[src/inc/gecio_pkg.sv]
//------------------------------------------------------------------------------
// Overview of operation
// - Asserted outputs switch the open-collector transistor on, pulling the line low.
// - Normal judgment drives only the one matching judgment output of five.
// - On error, first and fifth judgment outputs are driven low together.
// - Count-mode output is low while the unit operates in count mode.
// - Top-dead-point output is low while the spindle sits at top dead point.
// - Workpiece output is low while a workpiece is detected.
// - Peak input with select lines chooses current, maximum, minimum or difference.
// - Select lines b,a pick speed: HH 8, HL 4, LH 2, LL 1 mm/s.
// - Port pedal input acts exactly like the separate foot switch.
// - Hold input freezes the displayed value; release resumes updating.
// - Leading edge of hold clears a pending error.
// - Preset loads preset value; in peak mode during hold it clears the peak.
//------------------------------------------------------------------------------
package gecio_pkg;

  localparam int unsigned CLK_HZ         = 20_000_000;
  localparam int unsigned SPEED_SETTLE_MS = 50;
  localparam int unsigned DEBOUNCE_US     = 1000;
  localparam int unsigned SETTLE_CYC_DEF  = SPEED_SETTLE_MS * (CLK_HZ / 1000);
  localparam int unsigned DEBOUNCE_CYC_DEF = DEBOUNCE_US * (CLK_HZ / 1_000_000);
  localparam int unsigned SETTLE_W       = 21;
  localparam int unsigned DEB_W          = 16;
  localparam int unsigned DISP_W         = 24;
  localparam int unsigned NUM_JUDGE      = 5;

  // Bit positions of the control inputs in the debounced vector.
  localparam int unsigned IN_SEL_A  = 0;
  localparam int unsigned IN_SEL_B  = 1;
  localparam int unsigned IN_PEAK   = 2;
  localparam int unsigned IN_UP     = 3;
  localparam int unsigned IN_DOWN   = 4;
  localparam int unsigned IN_PEDAL  = 5;
  localparam int unsigned IN_HOLD   = 6;
  localparam int unsigned IN_PRESET = 7;
  localparam int unsigned IN_FOOT   = 8;
  localparam int unsigned NUM_IN    = 9;

  localparam int unsigned JUDGE_FIRST = 0;
  localparam int unsigned JUDGE_LAST  = 4;

  typedef enum logic [1:0] {
    GECIO_SPD_1MM = 2'b00,
    GECIO_SPD_2MM = 2'b01,
    GECIO_SPD_4MM = 2'b10,
    GECIO_SPD_8MM = 2'b11
  } gecio_speed_t;

  typedef enum logic [1:0] {
    GECIO_PK_CURRENT = 2'b00,
    GECIO_PK_MAX     = 2'b01,
    GECIO_PK_MIN     = 2'b10,
    GECIO_PK_DIFF    = 2'b11
  } gecio_peak_t;

  typedef enum logic [1:0] {
    GECIO_MOT_IDLE   = 2'b00,
    GECIO_MOT_UP     = 2'b01,
    GECIO_MOT_DOWN   = 2'b10,
    GECIO_MOT_SETTLE = 2'b11
  } gecio_mot_t;

endpackage

[src/inc/gecio_in_if.sv]
`timescale 1ns/1ps
interface gecio_in_if;
  import gecio_pkg::*;
  logic [NUM_IN-1:0] level;
  logic [NUM_IN-1:0] lead;
  modport src (output level, output lead);
  modport dst (input level, input lead);
endinterface

[src/rtl/gecio_top.sv]
`timescale 1ns/1ps
module gecio_top
  import gecio_pkg::*;
#(
  parameter int unsigned DEBOUNCE_CYC = DEBOUNCE_CYC_DEF,
  parameter int unsigned SETTLE_CYC   = SETTLE_CYC_DEF
) (
  input  wire logic                 i_clk,
  input  wire logic                 i_rst_n,
  input  wire logic                 i_select_line_a_n,
  input  wire logic                 i_select_line_b_n,
  input  wire logic                 i_peak_select_n,
  input  wire logic                 i_spindle_ascend_n,
  input  wire logic                 i_spindle_descend_in_n,
  input  wire logic                 i_pedal_in_n,
  input  wire logic                 i_hold_n,
  input  wire logic                 i_preset_n,
  input  wire logic                 i_foot_switch_n,
  input  wire logic [2:0]           i_judge_sel,
  input  wire logic                 i_error_event,
  input  wire logic                 i_count_mode,
  input  wire logic                 i_top_dead,
  input  wire logic                 i_work_detect,
  input  wire logic [DISP_W-1:0]    i_live_value,
  output logic      [NUM_JUDGE-1:0] o_judge_out_o,
  output logic      [NUM_JUDGE-1:0] o_judge_out_oe,
  output logic                      o_count_mode_out_o,
  output logic                      o_count_mode_out_oe,
  output logic                      o_top_dead_point_out_o,
  output logic                      o_top_dead_point_out_oe,
  output logic                      o_workpiece_out_o,
  output logic                      o_workpiece_out_oe,
  output logic                      o_motor_up,
  output logic                      o_motor_down,
  output gecio_speed_t              o_motor_speed,
  output gecio_peak_t               o_peak_mode,
  output logic                      o_hold_active,
  output logic      [DISP_W-1:0]    o_display_value,
  output logic                      o_error_pending,
  output logic                      o_error_clear,
  output logic                      o_preset_load,
  output logic                      o_peak_clear,
  output logic                      o_pedal_press
);

  //----------------------------------------------------------------------------
  // Decoding helpers
  //----------------------------------------------------------------------------
  // Peak clear replaces preset only while hold is in force and a peak mode is chosen.
  function automatic logic peak_hold_active(input logic hold, input gecio_peak_t mode);
    return hold && (mode != GECIO_PK_CURRENT);
  endfunction

  // A motion request counts only while the opposite request is absent.
  function automatic logic sole_request(input logic mine, input logic other);
    return mine && !other;
  endfunction

  //----------------------------------------------------------------------------
  // Input conditioning
  //----------------------------------------------------------------------------
  logic [NUM_IN-1:0] pin_n;
  gecio_in_if        in_bus ();

  assign pin_n[IN_SEL_A]  = i_select_line_a_n;
  assign pin_n[IN_SEL_B]  = i_select_line_b_n;
  assign pin_n[IN_PEAK]   = i_peak_select_n;
  assign pin_n[IN_UP]     = i_spindle_ascend_n;
  assign pin_n[IN_DOWN]   = i_spindle_descend_in_n;
  assign pin_n[IN_PEDAL]  = i_pedal_in_n;
  assign pin_n[IN_HOLD]   = i_hold_n;
  assign pin_n[IN_PRESET] = i_preset_n;
  assign pin_n[IN_FOOT]   = i_foot_switch_n;

  gecio_debounce #(
    .DEB_CYC (DEBOUNCE_CYC)
  ) u_deb (
    .i_clk   (i_clk),
    .i_rst_n (i_rst_n),
    .i_pin_n (pin_n),
    .bus     (in_bus.src)
  );

  logic [NUM_IN-1:0] lvl;
  logic [NUM_IN-1:0] lead;

  assign lvl  = in_bus.level;
  assign lead = in_bus.lead;

  //----------------------------------------------------------------------------
  // Select line decoding
  //----------------------------------------------------------------------------
  // A select line reads high on the pin while it is not asserted.
  logic         sel_a_high;
  logic         sel_b_high;
  gecio_speed_t speed_sel;
  gecio_peak_t  peak_sel;

  assign sel_a_high = ~lvl[IN_SEL_A];
  assign sel_b_high = ~lvl[IN_SEL_B];

  always_comb begin
    speed_sel = gecio_speed_t'({sel_b_high, sel_a_high});
    peak_sel  = GECIO_PK_CURRENT;
    if (lvl[IN_PEAK]) begin
      if (sel_b_high && sel_a_high) begin
        peak_sel = GECIO_PK_CURRENT;
      end else if (sel_b_high) begin
        peak_sel = GECIO_PK_MAX;
      end else if (sel_a_high) begin
        peak_sel = GECIO_PK_MIN;
      end else begin
        peak_sel = GECIO_PK_DIFF;
      end
    end
  end

  always_ff @(posedge i_clk or negedge i_rst_n) begin
    if (!i_rst_n) begin
      o_peak_mode <= GECIO_PK_CURRENT;
    end else begin
      o_peak_mode <= peak_sel;
    end
  end

  //----------------------------------------------------------------------------
  // Spindle motion
  //----------------------------------------------------------------------------
  gecio_mot_t          mot_q;
  gecio_mot_t          mot_d;
  logic [SETTLE_W-1:0] settle_q;
  logic                want_up;
  logic                want_down;
  logic                settle_done;

  // Opposite requests together cancel each other and stop the spindle.
  assign want_up     = sole_request(lvl[IN_UP], lvl[IN_DOWN]);
  assign want_down   = sole_request(lvl[IN_DOWN], lvl[IN_UP]);
  assign settle_done = (settle_q == SETTLE_W'(SETTLE_CYC - 1));

  always_comb begin
    mot_d = mot_q;
    case (mot_q)
      GECIO_MOT_IDLE: begin
        if (want_up) begin
          mot_d = GECIO_MOT_UP;
        end else if (want_down) begin
          mot_d = GECIO_MOT_DOWN;
        end
      end
      GECIO_MOT_UP: begin
        if (!want_up) begin
          mot_d = GECIO_MOT_SETTLE;
        end
      end
      GECIO_MOT_DOWN: begin
        if (!want_down) begin
          mot_d = GECIO_MOT_SETTLE;
        end
      end
      GECIO_MOT_SETTLE: begin
        if (settle_done) begin
          mot_d = GECIO_MOT_IDLE;
        end
      end
      default: begin
        mot_d = GECIO_MOT_IDLE;
      end
    endcase
  end

  always_ff @(posedge i_clk or negedge i_rst_n) begin
    if (!i_rst_n) begin
      mot_q <= GECIO_MOT_IDLE;
    end else begin
      mot_q <= mot_d;
    end
  end

  // The stop pause is enforced here too, so a hasty controller cannot restart early.
  always_ff @(posedge i_clk or negedge i_rst_n) begin
    if (!i_rst_n) begin
      settle_q <= '0;
    end else if (mot_q == GECIO_MOT_SETTLE && !settle_done) begin
      settle_q <= settle_q + 1'b1;
    end else begin
      settle_q <= '0;
    end
  end

  // Speed follows the select lines only while idle, so a change mid-travel has no effect.
  always_ff @(posedge i_clk or negedge i_rst_n) begin
    if (!i_rst_n) begin
      o_motor_speed <= GECIO_SPD_1MM;
      o_motor_up    <= 1'b0;
      o_motor_down  <= 1'b0;
    end else begin
      if (mot_q == GECIO_MOT_IDLE) begin
        o_motor_speed <= speed_sel;
      end
      o_motor_up   <= (mot_d == GECIO_MOT_UP);
      o_motor_down <= (mot_d == GECIO_MOT_DOWN);
    end
  end

  //----------------------------------------------------------------------------
  // Pedal
  //----------------------------------------------------------------------------
  always_ff @(posedge i_clk or negedge i_rst_n) begin
    if (!i_rst_n) begin
      o_pedal_press <= 1'b0;
    end else begin
      o_pedal_press <= lead[IN_PEDAL] || lead[IN_FOOT];
    end
  end

  //----------------------------------------------------------------------------
  // Hold and display freeze
  //----------------------------------------------------------------------------
  always_ff @(posedge i_clk or negedge i_rst_n) begin
    if (!i_rst_n) begin
      o_hold_active   <= 1'b0;
      o_display_value <= '0;
    end else begin
      o_hold_active <= lvl[IN_HOLD];
      if (!lvl[IN_HOLD]) begin
        o_display_value <= i_live_value;
      end
    end
  end

  //----------------------------------------------------------------------------
  // Error flag
  //----------------------------------------------------------------------------
  logic err_q;
  logic err_clr_d;

  // A new error in the same cycle as the hold edge wins, so no clear is reported then.
  assign err_clr_d = lead[IN_HOLD] && err_q && !i_error_event;

  always_ff @(posedge i_clk or negedge i_rst_n) begin
    if (!i_rst_n) begin
      err_q         <= 1'b0;
      o_error_clear <= 1'b0;
    end else begin
      o_error_clear <= err_clr_d;
      if (i_error_event) begin
        err_q <= 1'b1;
      end else if (lead[IN_HOLD]) begin
        err_q <= 1'b0;
      end
    end
  end

  assign o_error_pending = err_q;

  //----------------------------------------------------------------------------
  // Preset and peak clear
  //----------------------------------------------------------------------------
  logic peak_clr_d;
  logic preset_d;

  assign peak_clr_d = lead[IN_PRESET] && peak_hold_active(lvl[IN_HOLD], o_peak_mode);
  assign preset_d   = lead[IN_PRESET] && !peak_hold_active(lvl[IN_HOLD], o_peak_mode);

  always_ff @(posedge i_clk or negedge i_rst_n) begin
    if (!i_rst_n) begin
      o_preset_load <= 1'b0;
      o_peak_clear  <= 1'b0;
    end else begin
      o_preset_load <= preset_d;
      o_peak_clear  <= peak_clr_d;
    end
  end

  //----------------------------------------------------------------------------
  // Open-collector outputs
  //----------------------------------------------------------------------------
  // Each pin only ever pulls low, so the enable alone decides whether it conducts.
  logic oc_level;

  gecio_oc_out u_out (
    .i_clk         (i_clk),
    .i_rst_n       (i_rst_n),
    .i_judge_sel   (i_judge_sel),
    .i_error       (err_q),
    .i_count_mode  (i_count_mode),
    .i_top_dead    (i_top_dead),
    .i_work_detect (i_work_detect),
    .o_judge_oe    (o_judge_out_oe),
    .o_count_oe    (o_count_mode_out_oe),
    .o_top_oe      (o_top_dead_point_out_oe),
    .o_work_oe     (o_workpiece_out_oe),
    .o_level       (oc_level)
  );

  assign o_judge_out_o          = {NUM_JUDGE{oc_level}};
  assign o_count_mode_out_o     = oc_level;
  assign o_top_dead_point_out_o = oc_level;
  assign o_workpiece_out_o      = oc_level;

endmodule

[src/rtl/gecio_debounce.sv]
`timescale 1ns/1ps
module gecio_debounce
  import gecio_pkg::*;
#(
  parameter int unsigned DEB_CYC = DEBOUNCE_CYC_DEF
) (
  input  wire logic              i_clk,
  input  wire logic              i_rst_n,
  input  wire logic [NUM_IN-1:0] i_pin_n,
  gecio_in_if.src                bus
);

  //----------------------------------------------------------------------------
  // Per-input synchroniser and debounce filter
  //----------------------------------------------------------------------------
  genvar g;
  generate
    for (g = 0; g < NUM_IN; g++) begin : g_in
      logic             sync0_q;
      logic             sync1_q;
      logic             stable_q;
      logic             lead_q;
      logic [DEB_W-1:0] cnt_q;
      logic             done;

      assign done = (sync1_q != stable_q) && (cnt_q == DEB_W'(DEB_CYC - 1));

      always_ff @(posedge i_clk or negedge i_rst_n) begin
        if (!i_rst_n) begin
          sync0_q <= 1'b1;
          sync1_q <= 1'b1;
        end else begin
          sync0_q <= i_pin_n[g];
          sync1_q <= sync0_q;
        end
      end

      // A level must hold for the whole window, so contact bounce never passes.
      always_ff @(posedge i_clk or negedge i_rst_n) begin
        if (!i_rst_n) begin
          cnt_q    <= '0;
          stable_q <= 1'b1;
          lead_q   <= 1'b0;
        end else begin
          lead_q <= done && stable_q;
          if (done) begin
            stable_q <= sync1_q;
            cnt_q    <= '0;
          end else if (sync1_q != stable_q) begin
            cnt_q <= cnt_q + 1'b1;
          end else begin
            cnt_q <= '0;
          end
        end
      end

      assign bus.level[g] = ~stable_q;
      assign bus.lead[g]  = lead_q;
    end
  endgenerate

endmodule

[src/rtl/gecio_oc_out.sv]
`timescale 1ns/1ps
module gecio_oc_out
  import gecio_pkg::*;
(
  input  wire logic                 i_clk,
  input  wire logic                 i_rst_n,
  input  wire logic [2:0]           i_judge_sel,
  input  wire logic                 i_error,
  input  wire logic                 i_count_mode,
  input  wire logic                 i_top_dead,
  input  wire logic                 i_work_detect,
  output logic      [NUM_JUDGE-1:0] o_judge_oe,
  output logic                      o_count_oe,
  output logic                      o_top_oe,
  output logic                      o_work_oe,
  output logic                      o_level
);

  //----------------------------------------------------------------------------
  // Open-collector drive, an enable high turns the transistor on
  //----------------------------------------------------------------------------
  logic [NUM_JUDGE-1:0] onehot;
  logic [NUM_JUDGE-1:0] err_pat;

  always_comb begin
    onehot  = '0;
    err_pat = '0;
    for (int i = 0; i < NUM_JUDGE; i++) begin
      onehot[i] = (i_judge_sel == 3'(i));
    end
    err_pat[JUDGE_FIRST] = 1'b1;
    err_pat[JUDGE_LAST]  = 1'b1;
  end

  always_ff @(posedge i_clk or negedge i_rst_n) begin
    if (!i_rst_n) begin
      o_judge_oe <= '0;
      o_count_oe <= 1'b0;
      o_top_oe   <= 1'b0;
      o_work_oe  <= 1'b0;
      o_level    <= 1'b0;
    end else begin
      o_judge_oe <= i_error ? err_pat : onehot;
      o_count_oe <= i_count_mode;
      o_top_oe   <= i_top_dead;
      o_work_oe  <= i_work_detect;
      o_level    <= 1'b0;
    end
  end

endmodule

[config.mk]
export PLATFORM = sky130hd
export DESIGN_NAME = gecio_top
export DESIGN_NICKNAME = d
export VERILOG_FILES = /design/src/inc/gecio_pkg.sv /design/src/inc/gecio_in_if.sv /design/src/rtl/gecio_top.sv /design/src/rtl/gecio_debounce.sv /design/src/rtl/gecio_oc_out.sv
export SDC_FILE = /design/constraint.sdc
export NUM_CORES = 1
export LEC_CHECK = 0
export BUFFER_PORTS_ARGS = -buffer_cell sky130_fd_sc_hd__buf_2
export CAP_MARGIN = 0
export CORE_ASPECT_RATIO = 1.2
export CORE_UTILIZATION = 56
export CTS_CLUSTER_DIAMETER = 60
export DETAILED_ROUTE_END_ITERATION = 12
export PLACE_DENSITY = 0.76
export SETUP_SLACK_MARGIN = 0.15
export SKIP_CTS_REPAIR_TIMING = 1
export SYNTH_ARGS = -nofsm -noshare
export SYNTH_HDL_FRONTEND = slang
export SYNTH_SLANG_ARGS = --single-unit
export TNS_END_PERCENT = 20
[constraint.sdc]
create_clock -name i_clk -period 2.5 [get_ports i_clk]
set_input_delay 0.375 -clock i_clk [delete_from_list [all_inputs] [get_ports i_clk]]
set_output_delay 0.375 -clock i_clk [all_outputs]
set_load 0.05 [all_outputs]
* Word level (Yosys, flattened, before mapping)
Cells that the tools add are included.
Operators by class: add/subtract/negate cells 10, multiplexer cells 32, eq/ne operators 28, $lt $le $gt $ge 0, reduce and logical (&&, ||, !) cells 30, shifts and indexed selects 0, bitwise logic cells 3, multiply operators 0, divide/modulo/power cells 0
Operators by type and width (count):
- 2-to-1 mux 16 bit | 18
- adder 16 x 1 -> 16 bit, second input constant | 9
- equality test 16 x 15 -> 1 bit, second input constant | 9
- logical AND 1 bit | 22
- adder 21 x 1 -> 21 bit, second input constant | 1
- equality test 21 x 20 -> 1 bit, second input constant | 1
- 2-to-1 mux 21 bit | 1
- 2-to-1 mux 2 bit | 8
- inequality test 1 bit | 9
- case mux 2 bit (4 select lines) | 1
- equality test 2 bit, second input constant | 3
- equality test 3 x 2 -> 1 bit, second input constant | 2
- 2-to-1 mux 5 bit | 1
- equality test 2 x 1 -> 1 bit, second input constant | 2
- nonzero test 2 bit | 2
- equality test 3 x 1 -> 1 bit, second input constant | 1
- equality test 3 bit, second input constant | 1
- logical NOT 1 bit | 3
- logical NOT 3 bit | 1
- 2-to-1 mux 1 bit | 3
- NOT 1 bit | 3
- logical NOT 2 bit | 1
- logical OR 1 bit | 1
Word-level totals: memories 0, output and inout port bits 52, latch bits 0, bits in writable memories 0, word-level logic and storage cells 160, ROM bits 0, register bits 242, bits of input ports 42

* Depth between registers and ports, before layout
depth after elaboration 6, gate-level depth with buffers 7, gate-level depth less buffers 5

* Cells and area by module
Synthesis repeated with hierarchy kept, for this count alone.
Unflattened totals: cells, all modules 1026, area, all modules 11040.6 sq um
By module, submodules not included:
- gecio_debounce | seq. area each 4538.1 sq um, area an instance 8266.7 sq um, cells an instance 798, instances 1
- gecio_top | seq. area each 1476.4 sq um, area an instance 2508.7 sq um, cells an instance 211, instances 1
- gecio_oc_out | seq. area each 200.2 sq um, area an instance 265.3 sq um, cells an instance 17, instances 1

* Worst setup path before layout
Ideal clock, no wire load.
path type register to register, start point reg u_deb.g_in[2].cnt_q[7], end point reg u_deb.g_in[2].cnt_q[9], path slack 665 ps, clock period less this slack 1835 ps, arrival time 1716 ps, cell stages (with the launch flop) 6, data required time 2381 ps, path buffers 1, cells stage by stage dfrtp_1 > or4_1 > or4_4 > nand2b_4 > buf_6 > nor2_1
On the way: cells in the longest elaborated chain, start to end 3
RTL lines:
- start: declaration | line gecio_debounce.sv:23 | logic [DEB_W-1:0] cnt_q;
- start signal: assignment | line gecio_debounce.sv:50 | cnt_q <= cnt_q + 1'b1;
- adder 16 x 1 -> 16 bit / equality test 16 x 15 -> 1 bit (equally long branches) | line gecio_debounce.sv:50, gecio_debounce.sv:26
- 2-to-1 mux 16 bit / logical AND 1 bit (equally long branches) | line gecio_debounce.sv:49, gecio_debounce.sv:26
- 2-to-1 mux 16 bit * | line gecio_debounce.sv:46 | if (done) begin
Every way passes the cells marked *; elsewhere a longest branch is shown, timed or not. A chain may end at the register's enable or synchronous reset.

* Final worst setup path
start point reg u_deb.g_in[0].cnt_q[6], end point reg u_deb.g_in[0].cnt_q[9]
On the way: cells in the longest elaborated chain, start to end 3
RTL lines (line):
- start: declaration | gecio_debounce.sv:23
- start signal: assignment | gecio_debounce.sv:50
- adder 16 x 1 -> 16 bit / equality test 16 x 15 -> 1 bit (equally long branches) | gecio_debounce.sv:50, gecio_debounce.sv:26
- 2-to-1 mux 16 bit / logical AND 1 bit (equally long branches) | gecio_debounce.sv:49, gecio_debounce.sv:26
- 2-to-1 mux 16 bit * | gecio_debounce.sv:46
Marked as above.

==> results.yml <==
die:
  die-width_um: 129
  start_util_pct: 57.3
  rows: 55
  dieHeight_um: 154
  placeableCoreArea_mm2: 0.0189
  design.die.area_mm2: 0.0199
  pin_count: 94
power_and_ir_drop:
  internal_power_mw: 6.38
  p_seq_share_pct: 49.5
  finalPower_mw: 8.14
  pwr-share-clk_pct: 47.0
  ir_drop_v: 0.000813
  power.leakage_nw: 5.42
  pwr-share-comb_pct: 3.5
  switching_power_mw: 1.76
  swShare_pct: 21.6
  powerDensity_mw_per_mm2: 649
synthesis:
  yosys_most_used_dff: "dfrtp_1"
  synth_edf_count: 0
  yosysUniqueCellTypes: 43
  syn_inst: 994
  synth.area.top_cells: "dfrtp_1 50%, xnor2_1 7.0%, dfstp_2 6.6%, nor2_1 5.6%, xor2_1 3.7%"
  ys_seq_area_share_pct: 56.3
  yosys.cell_count.top_type: "dfrtp_1"
  synth.cell_area_mm2: 0.0108
  synthesis.area_per_instance_um2: 10.9
  netlist_top_cells_count: "215 x dfrtp_1, 161 x nor2_1, 87 x xnor2_1"
  synth_top_area_share_pct: 49.8
  yosysWarnings: 0
  synth_top_cell_by_area: "dfrtp_1"
  ys_seq_elements: 242
  async_reset_ff_share_pct: 100
sta:
  drv_slew: 0
  finClkSkew_ps: 12.6
  fin_crit_sh_pct: 82.4
  rsz0062_at_grt: "no"
  timing.final.hold_violations: 0
  slew_headroom_pct: 59.2
  fmax_mhz: 485
  tightest_slew_ps: 612
  finalCriticalPeriod_ps: 2060
  setup_viol: 0
  fin_setup_tns_ps: 0
drt:
  drt-initial-drc-count: 310
  via_count: 7507
  viasPerCell: 5.44
  drc: 0
  wl_per_cell_um: 13.9
  dr.pass1.iters: 4
  routed_wl_mm: 19.2
  postRouteAntennaNets: 0
clock_tree:
  insertion_delay_ps: 510
  cts.sinks: 242
  cts_root_buf: "clkbuf_16"
  h-tree-depth: 1
  numCtsBuffers: 25
  clk_pin_slew_ps: 60
  cts_buffer_depth: 3
  tritoncts: "built"
cells_and_area:
  layout.nets: 1159
  diodes: 0
  drive_above_1_share_pct: 18.9
  area_growth_pct: 15.9
  final_cell_area_mm2: 0.0125
global_route:
  grt_max_degree: 79
  grt.total_usage_pct: 20.0
  antenna_found_initial: 0
  grt_pass1_vias: 7278
  grt_overflow: 0
  grt_pass1_wl_mm: 32.9
critical_path:
  critPathSlowestCell: "or4_1"
  worstSetupStartpointType: "flip-flop"
  required_ps: 2860
  r2r_setup_slack_ps: 440
  max_stage_delay_ps: 540
  path_class: "reg -> reg"
  crit_family: "simple AND/OR/NAND/NOR gates"
  r2r_start: "u_deb.g_in[0].cnt_q[6]"
  arrival_ps: 2420
  cp.buffers_inverters: 0
  path_cells: "or4_1 > nor4_1 > or2_1 > nor2_1"
  worstReg2RegEnd: "u_deb.g_in[0].cnt_q[9]"
  ff2ff_path_depth: 4
  end_kind: "flip-flop"
  path_max_fanout: 15
place:
  dp_hpwl_mm: 13.1
  place_area_mm2: 0.0115
  portBuffers: 85
  gp_congestion: 0.883
hold_path:
  hp-class: "in -> reg"
  holdPathStages: 2
  hold-path-endpoint: "o_error_clear"
  hold_path_startpoint: "i_error_event"
flow_run:
  cap_violations: 0
run_status:
  status: "completed"
## stage by stage
stage	hold slack, ps	cells	worst slack, ps	util, %
2_1_floorplan	79.4	1001	665	-
3_3_place_gp	346	1323	505	61.2
3_5_place_dp	347	1323	434	61.2
4_1_cts	-139	1368	412	65.8
5_1_grt	42.7	1381	274	66.5
6_report	48.7	1381	440	66.5
## placed cells by master, fill, tap and decap left out, types with 8 or more instances in the layout
master / instances
a21oi_1: 25
and3_1: 9
and4_1: 18
buf_2: 84
clkbuf_16: 25
conb_1: 8
dfrtp_1: 215
dfstp_2: 27
dlygate4sd3_1: 13
ha_1: 10
inv_1: 37
mux2_2: 33
nand2_1: 44
nand2b_1: 9
nand3_1: 43
nand4_1: 55
nor2_1: 161
nor3_1: 21
nor4_1: 35
nor4b_1: 11
o21ai_0: 9
o31ai_1: 11
or3_1: 13
or4_1: 14
xnor2_1: 87
xor2_1: 46
## registers in the layout, summed over array words and instances (netlist names), 2 cells and up
register,cells
o_display_value,24
o_motor_speed,2
settle_q,21
o_peak_mode,2
u_out.o_judge_oe,5
u_deb.g_in.cnt_q,144
u_deb.g_in.sync1_q,9
u_deb.g_in.sync0_q,9
u_deb.g_in.lead_q,4
u_deb.g_in.stable_q,9
mot_q,2
## logic make-up (layout without fill, tap and decap cells)
group | Yosys count | after routing | share of synthesized area [%]
and+or+nand+nor | 458 | 458 | 22.6
muxes | 35 | 35 | 3.71
xor gates and xnor gates | 133 | 133 | 10.8
other | 1 | 8 | 0.0347
AOI/OAI and AO/OA | 50 | 50 | 2.70
buffers and inverters | 65 | 189 | 2.75
DFF | 242 | 242 | 56.3
adders and majority gates | 10 | 10 | 1.16
## worst max path at each step
stage,start,end,depth (start not counted)
after CTS,u_deb.g_in[0].cnt_q[6],u_deb.g_in[0].cnt_q[9],4
after detailed placement,u_deb.g_in[0].cnt_q[6],u_deb.g_in[0].cnt_q[9],4
after global routing,u_deb.g_in[0].cnt_q[6],u_deb.g_in[0].cnt_q[9],4
after global placement,u_deb.g_in[0].cnt_q[6],u_deb.g_in[0].cnt_q[9],4
after floorplan,u_deb.g_in[2].cnt_q[7],u_deb.g_in[2].cnt_q[9],5
final,u_deb.g_in[0].cnt_q[6],u_deb.g_in[0].cnt_q[9],4
## power by group through the flow
stage	Clock [mW]	Combinational (mW)	Sequential [mW]
6_report	3.82	0.288	4.03
5_1_grt	4.06	0.333	4.03
4_1_cts	3.91	0.282	4.03
3_5_place_dp	0	0.280	4.10
3_3_place_gp	0	0.275	4.09
2_1_floorplan	0	0.138	4.10
## layer usage
metal	up-vias	track usage [%]	wire (µm)
li1	3685	-	-
met1	3641	25.5	8450
met2	155	35.5	9720
met3	26	2.84	811
met4	0	5.10	273
met5	-	0	0
## cell type report
type                    instances  area [µm²]
multi-input cells             694        4450
clock buffers                  30         694
inverters                      37         139
repair buffers                107         671
fillers                      1474        6320
clock inverters                15         171
well taps                     256         320
flip-flops and latches        242        6090
Note: power is estimated with default switching activity, not from simulation.
